--- config.mk ---
export PLATFORM = sky130hd
export DESIGN_NAME = dsw_port
export DESIGN_NICKNAME = d
export VERILOG_FILES = /design/src/shared/dsw_pkg.sv /design/src/rtl/dsw_port.sv /design/src/rtl/dsw_fifo.sv
export SDC_FILE = /design/constraint.sdc
export NUM_CORES = 1
export LEC_CHECK = 0
export BUFFER_PORTS_ARGS = -buffer_cell sky130_fd_sc_hd__buf_4
export CAP_MARGIN = 20
export CELL_PAD_IN_SITES_DETAIL_PLACEMENT = 0
export CELL_PAD_IN_SITES_GLOBAL_PLACEMENT = 1
export CORE_MARGIN = 3
export CORE_UTILIZATION = 45
export CTS_BUF_LIST = sky130_fd_sc_hd__clkbuf_16
export CTS_CLUSTER_SIZE = 25
export DETAILED_ROUTE_END_ITERATION = 7
export PLACE_DENSITY_LB_ADDON = 0.1
export SYNTH_ARGS = -nofsm -noshare
export SYNTH_HDL_FRONTEND = slang
export SYNTH_SLANG_ARGS = --single-unit
--- constraint.sdc ---
create_clock -name clock_in -period 4.1 [get_ports clock_in]
set_input_delay 0.41 -clock clock_in [delete_from_list [all_inputs] [get_ports clock_in]]
set_output_delay 0.41 -clock clock_in [all_outputs]
set_load 0.01 [all_outputs]
--- src/shared/dsw_pkg.sv ---
// How it works
// - frame select is active low; shifting is enabled only while it is low
// - one data bit is captured on each of the first sixteen falling serial clock edges in a frame
// - the input shift register is exactly sixteen bits wide
// - the word is applied once the sixteenth falling edge has completed
// - frame select rising before sixteen edges aborts; DAC code and mode stay
// - top two bits pick mode, next twelve are code, last two ignored
package dsw_pkg;

  // ==========================================================
  // word layout
  localparam int DSW_WORD_BITS = 16;
  localparam int DSW_CODE_BITS = 12;
  localparam int DSW_MODE_BITS = 2;
  localparam int DSW_FIFO_DEPTH = 8;
  localparam logic [4:0] DSW_CNT_RST = 5'h00;
  localparam logic [4:0] DSW_CNT_LAST = 5'h0F;
  localparam logic [1:0] DSW_MODE_RST = 2'h0;
  localparam logic [11:0] DSW_CODE_RST = 12'h000;

  // ==========================================================
  // timing
  localparam int DSW_CLK_MHZ = 200;
  localparam int DSW_SCLK_MAX_MHZ = 30;
  localparam int DSW_SYNC_HIGH_MIN_NS = 33;
  localparam int DSW_SYNC_HIGH_MIN_CYC = (DSW_SYNC_HIGH_MIN_NS * DSW_CLK_MHZ + 999) / 1000;

  // ==========================================================
  // types
  typedef struct packed {
    logic [1:0] mode;
    logic [11:0] code;
    logic [1:0] spare;
  } dsw_word_type;

  typedef struct packed {
    logic sclk;
    logic frame_n;
    logic data;
  } dsw_pins_type;

  typedef struct packed {
    logic [1:0] mode;
    logic [11:0] code;
    logic update;
    logic overrun;
  } dsw_dac_type;

  typedef enum logic [1:0] {
    DSW_IDLE = 2'b00,
    DSW_SHIFT = 2'b01,
    DSW_DONE = 2'b10
  } dsw_state_type;

  typedef struct packed {
    dsw_pins_type s1;
    dsw_pins_type s2;
    dsw_pins_type s3;
    dsw_state_type fsm;
    logic [15:0] shift;
    logic [4:0] cnt;
    logic pend;
    dsw_word_type pend_word;
    dsw_dac_type dac;
    logic frame_active;
  } dsw_top_state_type;

  localparam dsw_pins_type DSW_PINS_RST = 3'h6;
  localparam dsw_dac_type DSW_DAC_RST = '{mode: DSW_MODE_RST, code: DSW_CODE_RST,
                                           update: 1'b0, overrun: 1'b0};
  localparam dsw_top_state_type DSW_TOP_RST = '{s1: DSW_PINS_RST, s2: DSW_PINS_RST,
                                                s3: DSW_PINS_RST, fsm: DSW_IDLE,
                                                shift: 16'h0000, cnt: DSW_CNT_RST,
                                                pend: 1'b0, pend_word: 16'h0000,
                                                dac: DSW_DAC_RST, frame_active: 1'b0};

endpackage

--- src/rtl/dsw_port.sv ---
`timescale 1ns/1ps
module dsw_port #(
  parameter int FIFO_DEPTH = 8
) (
  input wire logic clock_in,
  input wire logic nrst_in,
  input dsw_pkg::dsw_pins_type pins_in,
  input wire logic dac_ready_in,
  output dsw_pkg::dsw_dac_type dac_out,
  output logic frame_active_out
);
  import dsw_pkg::*;

  dsw_top_state_type q;
  dsw_top_state_type d;
  logic fifo_in_ready;
  logic fifo_out_valid;
  logic [DSW_WORD_BITS-1:0] fifo_out_data;
  logic sclk_fall;
  logic frame_fall;
  dsw_word_type head;

  // ==========================================================
  // edge detect on settled stages only; stage one feeds stage two alone
  assign sclk_fall = q.s3.sclk & ~q.s2.sclk;
  assign frame_fall = q.s3.frame_n & ~q.s2.frame_n;
  assign head = dsw_word_type'(fifo_out_data);

  // ==========================================================
  // frame sequencer, push and drain
  always_comb begin
    d = q;
    d.s1 = pins_in;
    d.s2 = q.s1;
    d.s3 = q.s2;
    d.dac.update = 1'b0;
    case (q.fsm)
      DSW_IDLE: begin
        d.cnt = DSW_CNT_RST;
        if (frame_fall) begin
          d.fsm = DSW_SHIFT;
        end
      end
      DSW_SHIFT: begin
        if (q.s2.frame_n) begin
          d.fsm = DSW_IDLE;
          d.cnt = DSW_CNT_RST;
        end else if (sclk_fall) begin
          d.shift = {q.shift[DSW_WORD_BITS-2:0], q.s2.data};
          d.cnt = q.cnt + 5'h01;
          if (q.cnt == DSW_CNT_LAST) begin
            d.fsm = DSW_DONE;
          end
        end
      end
      DSW_DONE: begin
        // further clocks ignored until frame select goes high again
        if (q.s2.frame_n) begin
          d.fsm = DSW_IDLE;
        end
      end
      default: begin
        d.fsm = DSW_IDLE;
      end
    endcase
    // a held word leaves as soon as the buffer has room
    if (q.pend && fifo_in_ready) begin
      d.pend = 1'b0;
    end
    // completed word; a second one while still holding is lost and flagged
    if (q.fsm == DSW_SHIFT && d.fsm == DSW_DONE) begin
      if (d.pend) begin
        d.dac.overrun = 1'b1;
      end else begin
        d.pend = 1'b1;
        d.pend_word = dsw_word_type'(d.shift);
      end
    end
    // apply mode and code; spare bits dropped
    if (fifo_out_valid && dac_ready_in) begin
      d.dac.mode = head.mode;
      d.dac.code = head.code;
      d.dac.update = 1'b1;
    end
    d.frame_active = (d.fsm == DSW_SHIFT);
  end

  always_ff @(posedge clock_in) begin
    if (!nrst_in) begin
      q <= DSW_TOP_RST;
    end else begin
      q <= d;
    end
  end

  // ==========================================================
  // word buffer between the serial side and the converter
  dsw_fifo #(
    .WIDTH(DSW_WORD_BITS),
    .DEPTH(FIFO_DEPTH)
  ) dsw_fifo_inst (
    .clock_in(clock_in),
    .nrst_in(nrst_in),
    .in_valid_in(q.pend),
    .in_ready_out(fifo_in_ready),
    .in_data_in(q.pend_word),
    .out_valid_out(fifo_out_valid),
    .out_ready_in(dac_ready_in),
    .out_data_out(fifo_out_data)
  );

  // outputs straight from flops
  assign dac_out = q.dac;
  assign frame_active_out = q.frame_active;

endmodule

--- src/rtl/dsw_fifo.sv ---
`timescale 1ns/1ps
module dsw_fifo #(
  parameter int WIDTH = 16,
  parameter int DEPTH = 8
) (
  input wire logic clock_in,
  input wire logic nrst_in,
  input wire logic in_valid_in,
  output logic in_ready_out,
  input wire logic [WIDTH-1:0] in_data_in,
  output logic out_valid_out,
  input wire logic out_ready_in,
  output logic [WIDTH-1:0] out_data_out
);
  import dsw_pkg::*;

  localparam int AW = $clog2(DEPTH);

  typedef struct packed {
    logic [AW:0] wr;
    logic [AW:0] rd;
  } dsw_fifo_state_type;

  dsw_fifo_state_type q;
  dsw_fifo_state_type d;
  logic [WIDTH-1:0] mem [DEPTH];
  logic full;
  logic empty;
  logic push;
  logic pop;

  // ==========================================================
  // flags; depth must be a power of two for the wrap bit to work
  assign full = (q.wr[AW] != q.rd[AW]) && (q.wr[AW-1:0] == q.rd[AW-1:0]);
  assign empty = (q.wr == q.rd);
  assign in_ready_out = ~full;
  assign out_valid_out = ~empty;
  assign out_data_out = mem[q.rd[AW-1:0]];
  assign push = in_valid_in & ~full;
  assign pop = out_ready_in & ~empty;

  // pointer advance
  always_comb begin
    d = q;
    if (push) begin
      d.wr = q.wr + 1'b1;
    end
    if (pop) begin
      d.rd = q.rd + 1'b1;
    end
  end

  always_ff @(posedge clock_in) begin
    if (!nrst_in) begin
      q <= '0;
    end else begin
      q <= d;
    end
  end

  // storage needs no reset; empty flag hides stale words
  always_ff @(posedge clock_in) begin
    if (push) begin
      mem[q.wr[AW-1:0]] <= in_data_in;
    end
  end

endmodule

== Word-level counts from Yosys, hierarchy flattened ==
Memory sizes are Yosys's and may differ from the RTL's. A register that Yosys moved wholly into a read port is not among the register bits.
Index checks and enable logic that the tools add are counted.

* Register bits: 59
* RAM bits: 128
* Output and inout bits: 17
* Memories kept: 1
* Input bits: 6
* Logic and storage cells: 68

{| class="wikitable"
|+ Memories
! name !! words !! bits a word !! read ports !! clocked after Yosys merged registers in !! wr ports !! RTL line !! RTL
|-
| dsw_fifo_inst.mem || 8 || 16 || 1 || 1 || 1 || dsw_fifo.sv:26 || <nowiki>logic [WIDTH-1:0] mem [DEPTH];</nowiki>
|}

* Eq/ne operators: 9
* Add/sub/neg operators: 3
* Bitwise logic cells: 9
* Muxes and demuxes: 16
* Reductions and logical operators: 10

{| class="wikitable"
|+ Operators with widths
! kind !! number
|-
| $mux W16 || 3
|-
| $mux W23 || 1
|-
| $mux W17 || 1
|-
| $pmux W5 S2 || 1
|-
| $add A4 B1 Y4 const B || 2
|-
| $mux W2 || 4
|-
| $pmux W2 S3 || 1
|-
| $reduce_and A2 Y1 || 3
|-
| $add A5 B1 Y5 const B || 1
|-
| $eq A5 B4 Y1 const B || 1
|-
| $mux W5 || 1
|-
| $not A1 Y1 || 5
|-
| $and A1 B1 Y1 || 4
|-
| $eq A2 B1 Y1 const B || 2
|-
| $eq A2 B2 Y1 const B || 2
|-
| $eq A4 B4 Y1 || 1
|-
| $logic_and A1 B1 Y1 || 4
|-
| $mux W1 || 4
|-
| $eq A3 B3 Y1 || 1
|-
| $ne A3 B3 Y1 const B || 1
|-
| $logic_not A2 Y1 || 1
|-
| $reduce_bool A2 Y1 || 1
|-
| $logic_not A1 Y1 || 1
|-
| $ne A1 B1 Y1 || 1
|}

== Depth between registers and ports, before layout ==
Gate-level depths: netlist of run 1.

* Depth after elaboration: 8
* Mapped depth: 8

== Modules after synthesis ==
From an unflattened synthesis of run 1, not the netlist that was laid out.

* Cells, all modules: 554
* Area, all modules: 8145.3 sq um

{| class="wikitable"
|+ By module, submodules not included
! module !! cells each !! seq. area each (sq um) !! area each (sq um) !! instances
|-
| dsw_fifo || 270 || 4063.9 || 5666.7 || 1
|-
| dsw_port || 284 || 1281.2 || 2478.6 || 1
|}

== Worst setup path before layout of run 1 ==
No wires, ideal clock.

* Path type: register to register
* From: register dsw_fifo_inst.q[2] (netlist name)
* To: memory dsw_fifo_inst.mem[0][10] (enable)
* Slack: 1251 ps
* Library setup time: 403 ps
* Required time: 3697 ps
* Period minus slack after synthesis: 2849 ps
* Data arrival time: 2446 ps
* Stages on the path, launching flop included: 7
* Buffers on the path: 2
* Path through: dfxtp_1 > clkbuf_2 > xor2_1 > nor4_4 > buf_6 > or3b_1 > nor3_1

* Longest elaborated chain between the ends: 6

{| class="wikitable"
|+ Ends and longest elaborated chain
! item !! RTL line !! RTL
|-
| from (decl) || dsw_fifo.sv:24 || <nowiki>dsw_fifo_state_type q;</nowiki>
|-
| from (signal assigned) || dsw_fifo.sv:55 || <nowiki>q <= '0;</nowiki>
|-
| from (signal assigned) || dsw_fifo.sv:57 || <nowiki>q <= d;</nowiki>
|-
| $eq A3 B3 Y1 || dsw_fifo.sv:34 || <nowiki>assign full = (q.wr[AW] != q.rd[AW]) && (q.wr[AW-1:0] == q.rd[AW-1:0]);</nowiki>
|-
| $logic_and A1 B1 Y1 || dsw_fifo.sv:34 ||
|-
| $not A1 Y1 || dsw_fifo.sv:39 || <nowiki>assign push = in_valid_in & ~full;</nowiki>
|-
| $and A1 B1 Y1 || dsw_fifo.sv:39 ||
|-
| $mux W1 || dsw_fifo.sv:63 || <nowiki>if (push) begin</nowiki>
|-
| $mux W1 (not written as such) || dsw_fifo.sv:64 || <nowiki>mem[q.wr[AW-1:0]] <= in_data_in;</nowiki>
|-
| to (decl) || dsw_fifo.sv:26 ||
|}

Every way passes these cells.

== Worst setup path after layout of run 1 ==
* From: register q[34] (netlist name)
* To: register q[30] (netlist name)

* Longest elaborated chain between the ends: 8

{| class="wikitable"
|+ Ends and longest elaborated chain
! item !! RTL line !! RTL
|-
| from (decl) || dsw_port.sv:14 || <nowiki>dsw_top_state_type q;</nowiki>
|-
| from (signal assigned) || dsw_port.sv:90 || <nowiki>q <= DSW_TOP_RST;</nowiki>
|-
| from (signal assigned) || dsw_port.sv:92 || <nowiki>q <= d;</nowiki>
|-
| $eq A5 B4 Y1 || dsw_port.sv:51 || <nowiki>if (q.cnt == DSW_CNT_LAST) begin</nowiki>
|-
| $mux W2 || dsw_port.sv:51 ||
|-
| $mux W23 || dsw_port.sv:48 || <nowiki>end else if (sclk_fall) begin</nowiki>
|-
| $mux W2 || dsw_port.sv:45 || <nowiki>if (q.s2.frame_n) begin</nowiki>
|-
| $pmux W2 S3 || dsw_port.sv:37 || <nowiki>case (q.fsm)</nowiki>
|-
| $eq A2 B2 Y1 || dsw_port.sv:71 || <nowiki>if (q.fsm == DSW_SHIFT && d.fsm == DSW_DONE) begin</nowiki>
|-
| $logic_and A1 B1 Y1 || dsw_port.sv:71 ||
|-
| $reduce_and A2 Y1 (no source line) || - ||
|}

Every way passes these cells. The select of a mux whose other input is x is not followed.
A chain may end at the register's enable or synchronous reset.

==> results.json, run 1 <==
{
  "clockBufferDepth": 2,
  "cp_slowest_stage_delay_ns": 0.47,
  "wl_um": 13500,
  "fin_nets": 536,
  "grt-ovfl-total": 0,
  "worst_pin_slew_ns": 0.969,
  "num_antenna_cells": 0,
  "die-area_um2": 18000,
  "min_period_over_period_pct": 61.0,
  "h-tree-depth": 4,
  "worst_skew_pair.late_latency_ns": 0.42,
  "avgViaCountPerCell": 5.50,
  "grt_pass1_wl_um": 22000,
  "cellPowerDensity_nw_per_um2": 412,
  "cts_setup_buffers": 0,
  "power.leakage_nw": 2.55,
  "rsz0062_at_grt": "no",
  "synthArstFlopShare_pct": 0,
  "skew_ns": 0.00905,
  "synth_top_area_share_pct": 45.5,
  "antenna_found_initial": 0,
  "cts.clk_slew.worst_paths_ns": 0.06,
  "cts_made_buffers": 17,
  "die_height_um": 134,
  "post-dp-hpwl_um": 8120,
  "fmax_mhz": 400,
  "yosys_warnings": 0,
  "vias": 4150,
  "cp-start-kind": "flop",
  "cts_tree": "yes",
  "path_cells": "ha_1 > and3_1 > ha_1 > and4bb_2 > nand2_1 > buf_16 > buf_4 > nor4b_1 > or4_1",
  "critPathArrivalTime_ns": 2.80,
  "synth_area_leaders": "edfxtp_1 45%, dfxtp_1 19%, mux4_2 8.5%",
  "synth_top_area_cell": "edfxtp_1",
  "initial_utilization_pct": 46.2,
  "final_cell_mix": "112 x edfxtp_1, 69 x dfxtp_1, 57 x nand2_1, 38 x buf_4, 28 x mux4_2",
  "coreArea_um2": 16000,
  "fin_crit_ns": 2.50,
  "first_iter_violations": 252,
  "cp_common_cell": "ha_1",
  "timing.hold.ws_ns": 0.177,
  "ios": 23,
  "synth_area_um2": 7400,
  "setup_violations": 0,
  "worst-setup-path-type": "flop to flop",
  "cts_resized": 0,
  "crit_path_end_kind": "flop",
  "synth-main-ff-cell": "edfxtp_1",
  "first_global_vias": 4063,
  "syn-num-nets": 532,
  "cts-root-buf": "clkbuf_16",
  "status": "finished, final reports clean",
  "hold_class": "input pin to flop",
  "port_buffers": 22,
  "grt_max_degree": 58,
  "drc": 0,
  "drive_above_1_share_pct": 22.6,
  "rows": 46,
  "seq_area_frac_synth_pct": 64.4,
  "syn2layout_area_growth_pct": 11.1,
  "max_slew_margin_pct": 35.4,
  "hold_viol": 0,
  "worstPathMaxFanout": 34,
  "synth_edf_count": 112,
  "ant_nets": 0,
  "ys_seq_elements": 182,
  "cts_sinks": 182,
  "maxCapViolCount": 0,
  "peakVddDrop_v": 0.000299,
  "dieWidth_um": 134,
  "final.setup.tns_ns": 0,
  "cts_hold_buffers": 0,
  "cp_slowest_cell": "or4_1",
  "syn_inst": 522,
  "worstPathRequired_ns": 4.40,
  "avgRoutedWirePerCell_um": 17.9,
  "syn_area_per_cell_um2": 14.2,
  "final_common_cell": "edfxtp_1",
  "maxSlewViolCount": 0,
  "track_usage_pct": 15.9,
  "yosysUniqueCellTypes": 52,
  "gp_congestion": 0.733,
  "drtPass1Iterations": 4
}
-- cells by family after synthesis --
| group | share of synthesized area, % |
|---|---|
| flops | 64.4 |
| simple gates | 13.6 |
| buf+inv | 4.51 |
| compound gates | 4.80 |
| mux | 11.1 |
| xor+xnor | 0.913 |
| fa+ha+maj | 0.676 |
-- report_power, final --
part           leakage [nW]  switching [W]  internal [W]
Combinational         0.905      0.0000204    0.00000807
Clock                 0.257       0.000668      0.000766
Sequential             1.39     0.00000182       0.00192
-- worst paths after layout --
check,start,endpoint,slack [ns],cells past startpoint
worst min-delay path,pins_in[1],d[61],0.18,2
worst min register to register,d[61],d[58],0.41,1
worst max register to register,q[34],q[30],1.60,9
worst max-delay path,q[34],q[30],1.60,9
-- synthesized netlist by cell type (all sizes together), types with 2 or more instances --
cell type    n
edfxtp     112
dfxtp       70
nand2       57
buf         31
mux4        28
clkbuf      24
a21oi       21
nor3        19
and3        15
a22o        14
and4        14
mux2        14
or4         14
nor4b       13
nor2        12
nand2b       9
o21ai        6
xor2         5
ha           4
inv          4
and2         3
mux2i        3
nand3        3
nor4         3
or3          3
a41oi        2
nor2b        2
-- flip-flops by register name, summed over array words and instances (netlist names), named ones only --
name and flops:
d 6, dac_out 16, dsw_fifo_inst.mem 112, dsw_fifo_inst.q 8
frame_active_out 1, q 37
-- routing by layer --
layer	GRT usage [%]	vias up	part of all wire (%)
met4	4.30	0	0.97
met3	4.05	8	3.3
met5	0	-	0
met1	22.1	2093	47
met2	25.2	64	49
li1	-	1985	-
-- critical path, delay by kind of cell, from the launching register on --
family / cells / cell delay, ns
adder cells (fa/ha/maj): 2 / 0.43
buffers and inverters: 2 / 0.35
AND/OR/NAND/NOR: 5 / 1.23
flip-flops: 1 / 0.35
-- cell type report --
cell class	instances	area [µm²]
clock inverter	15	90.1
sequential	182	4770
timing repair buffer	40	324
clock buffer	17	425
inverter	5	18.8
fill	1397	7780
multi-input combinational	280	2330
tap	216	270
-- per-stage QoR --
step,setup slack [ns],cell area [µm²],util [%],std cells,power [W]
global placement,1.22,7670,47.9,721,0.00199
finish,1.60,8220,51.4,755,0.00339
floorplan,1.25,7400,-,522,0.00198
CTS,1.13,8190,51.2,754,0.00343
detailed placement,1.15,7680,48.0,722,0.00199
global route,1.43,8220,51.4,755,0.00351
(Power assumes the default switching activity.)
==> run 2: changes to the inputs <==
--- a/config.mk
+++ b/config.mk
@@ -5,6 +5,7 @@
 export SDC_FILE = /design/constraint.sdc
 export NUM_CORES = 1
 export LEC_CHECK = 0
+export ABC_AREA = 1
 export BUFFER_PORTS_ARGS = -buffer_cell sky130_fd_sc_hd__buf_4
 export CAP_MARGIN = 20
 export CELL_PAD_IN_SITES_DETAIL_PLACEMENT = 0
==> constraint.sdc (replaced) <==
create_clock -name clock_in -period 2.35 [get_ports clock_in]
set_input_delay 0.235 -clock clock_in [delete_from_list [all_inputs] [get_ports clock_in]]
set_output_delay 0.235 -clock clock_in [all_outputs]
set_load 0.01 [all_outputs]
==> run 2 against run 1 <==
Net effect: synthesized cell count is 56% higher; maximum frequency is 27% higher; cell count is 39% higher; die area is 2.1% higher; critical path depth is 1 higher; highest routed layer unchanged.
==> results.json, run 2 <==
{
  "status": "finished, final reports clean",
  "synthArstFlopShare_pct": 0,
  "rows": 46,
  "syn2layout_area_growth_pct": 12.3,
  "track_usage_pct": 18.0,
  "wl_um": 15600,
  "drc": 0,
  "wl_met2_um": 7390,
  "synth_area_um2": 7560,
  "post-route-util_pct": 52.5,
  "ios": 23,
  "setup_violations": 0,
  "cp_slowest_stage_delay_ns": 0.35,
  "cellPowerDensity_nw_per_um2": 800,
  "crit_path_start": "dsw_fifo_inst.q[4]",
  "min_period_over_period_pct": 83.8,
  "hold_class": "input pin to flop",
  "worstPathRequired_ns": 2.47,
  "final_common_cell": "nor2_1",
  "worst_skew_pair.late_latency_ns": 0.42,
  "synth_edf_count": 112,
  "syn_inst": 813,
  "largest_reg_flops": 112,
  "synth_area_leaders": "edfxtp_1 44%, dfxtp_1 19%, nor2_1 9.4%",
  "path_buf_inv": 3,
  "wl_met1_um": 7000,
  "grt_max_degree": 58,
  "r2r_cells": 10,
  "yosysUniqueCellTypes": 32,
  "power.leakage_nw": 3.13,
  "worstPathMaxFanout": 14,
  "r2r_slack_ns": 0.38,
  "avgRoutedWirePerCell_um": 14.8,
  "routed.top_layer": "met4",
  "yosys-top-cells-count": "190 x nor2_1, 184 x nand2_1, 112 x edfxtp_1, 71 x dfxtp_1, 64 x o21ai_0",
  "worst-setup-path-type": "flop to flop",
  "cts-root-buf": "clkbuf_16",
  "fin_nets": 834,
  "worst_pin_slew_ns": 0.713,
  "min_to": "dsw_fifo_inst.q[3]",
  "drive_above_1_share_pct": 11.8,
  "cp_common_cell": "nand2_2",
  "cts_tree": "yes",
  "syn-num-nets": 823,
  "p_total_w": 0.00680,
  "synth_top_area_share_pct": 44.5,
  "ant_nets": 0,
  "num_antenna_cells": 0,
  "first_iter_violations": 370,
  "skew_ns": 0.00594,
  "grt_pass1_wl_um": 25400,
  "cts_sinks": 183,
  "syn_area_per_cell_um2": 9.30,
  "coreArea_um2": 16200,
  "worstHoldStart": "dac_ready_in",
  "fin_crit_ns": 1.97,
  "ys_seq_elements": 183,
  "wl_met3_um": 764,
  "cts.clk_slew.worst_paths_ns": 0.07,
  "max_slew_margin_pct": 52.4,
  "cp_slowest_cell": "dfxtp_1",
  "post-dp-hpwl_um": 10000,
  "port_buffers": 22,
  "hold_viol": 0,
  "reg2reg_from": "dsw_fifo_inst.q[4]",
  "clockBufferDepth": 2,
  "synth_top_area_cell": "edfxtp_1",
  "maxCapViolCount": 0,
  "h-tree-depth": 4,
  "drtPass1Iterations": 4,
  "critPathArrivalTime_ns": 2.08,
  "final_cell_mix": "189 x nor2_1, 184 x nand2_1, 112 x edfxtp_1, 70 x dfxtp_1, 64 x o21ai_0",
  "crit_path_end_kind": "flop",
  "avgViaCountPerCell": 4.83,
  "path_cells": "inv_1 > nand2_1 > nand2_2 > nor2_4 > nand3_1 > nand2_2 > inv_2 > nand2_2 > nor2_1 > buf_4",
  "gp_congestion": 0.820,
  "maxSlewViolCount": 0,
  "grt-ovfl-total": 0,
  "yosys_warnings": 0,
  "initial_utilization_pct": 46.7,
  "cp-start-kind": "flop",
  "rsz0062_at_grt": "no",
  "fmax_mhz": 508,
  "fillers": 1481,
  "seq_area_frac_synth_pct": 63.3,
  "synth-main-ff-cell": "edfxtp_1",
  "vias": 5087,
  "crit_family": "simple AND/OR/NAND/NOR gates",
  "die_height_um": 136,
  "peakVddDrop_v": 0.000796,
  "antenna_found_initial": 0,
  "first_global_vias": 4847,
  "synth.most_common_cell": "nor2_1",
  "holdPathStages": 3,
  "cts_made_buffers": 17,
  "die-area_um2": 18400,
  "reg2reg_to": "dsw_fifo_inst.mem[2][10]",
  "dieWidth_um": 136
}
-- run 2: cell count changes in the layout (fill, tap and decap cells not counted), moves of 15 or more --
| cell | delta |
|---|---|
| nand3_1 | +21 |
| inv_1 | +48 |
| nor2_1 | +177 |
| o21ai_0 | +58 |
| nor3_1 | -15 |
| mux4_2 | -28 |
| nand2_1 | +127 |
| and3_1 | -15 |
-- run 2: what timing repair did --
item / CTS / global route
setup endpoints to repair: 0 / 0
hold endpoints to repair: 3 / 0
hold buffers: 3 / 0
setup buffers: 0 / 0
gates resized for setup: 0 / 0
-- run 2: worst max-delay path by stage --
| stage | endpoint | slack [ns] | cells past startpoint |
|---|---|---|---|
| after floorplan | dsw_fifo_inst.mem[3][10] | -0.1 | 9 |
| after global placement | dsw_fifo_inst.mem[2][13] | 0.48 | 10 |
| after detailed placement | dsw_fifo_inst.mem[2][13] | 0.39 | 10 |
| after CTS | dsw_fifo_inst.mem[2][13] | 0.36 | 10 |
| after global routing | dsw_fifo_inst.mem[2][10] | 0.17 | 10 |
| final | dsw_fifo_inst.mem[2][10] | 0.38 | 10 |
-- run 2: metrics by stage --
step                TNS (ns)  instances  hold WS [ns]  setup slack, ns  cell area [µm²]
floorplan              -4.08        813         0.333          -0.0972             7560
global placement           0       1018         0.397            0.479             7860
detailed placement         0       1018         0.406            0.388             7860
CTS                        0       1053         0.103            0.360             8490
global route               0       1053         0.123            0.173             8490
finish                     0       1053         0.121            0.381             8490
-- run 2: layout make-up --
class	instances	area (µm²)	share of cell area [%]
Tap cell	216	270	3.18
Clock inverter	15	176	2.08
Timing Repair Buffer	48	368	4.33
Sequential cell	183	4790	56.3
Multi-Input combinational cell	518	2260	26.6
Clock buffer	17	425	5.01
Inverter	56	210	2.47
-- run 2: report_power, final --
part	internal, W	switching, W
combinational	0.000170	0.000329
sequential	0.00341	0.0000209
clock	0.00168	0.00119
total	0.00525	0.00154
-- run 2: cells by family after synthesis --
logic type	count (synthesis)	synth area share, %
buffers and inverters	112	7.08
adder cells (fa/ha/maj)	4	0.662
AO/OA/AOI/OAI	93	6.31
XOR/XNOR	5	0.679
flip-flops	183	63.3
AND/OR/NAND/NOR	416	22.0
-- run 2: layer usage --
metal	global-route usage, %	vias to the layer above
li1	-	2625
met1	23.6	2357
met2	29.1	80
met3	4.53	25
met4	6.72	0
met5	0	-
-- run 2: tightest hold or removal path, stage by stage --
cell	delay [ns]
buf_4	0.13
nand3_1	0.07
a21oi_1	0.06
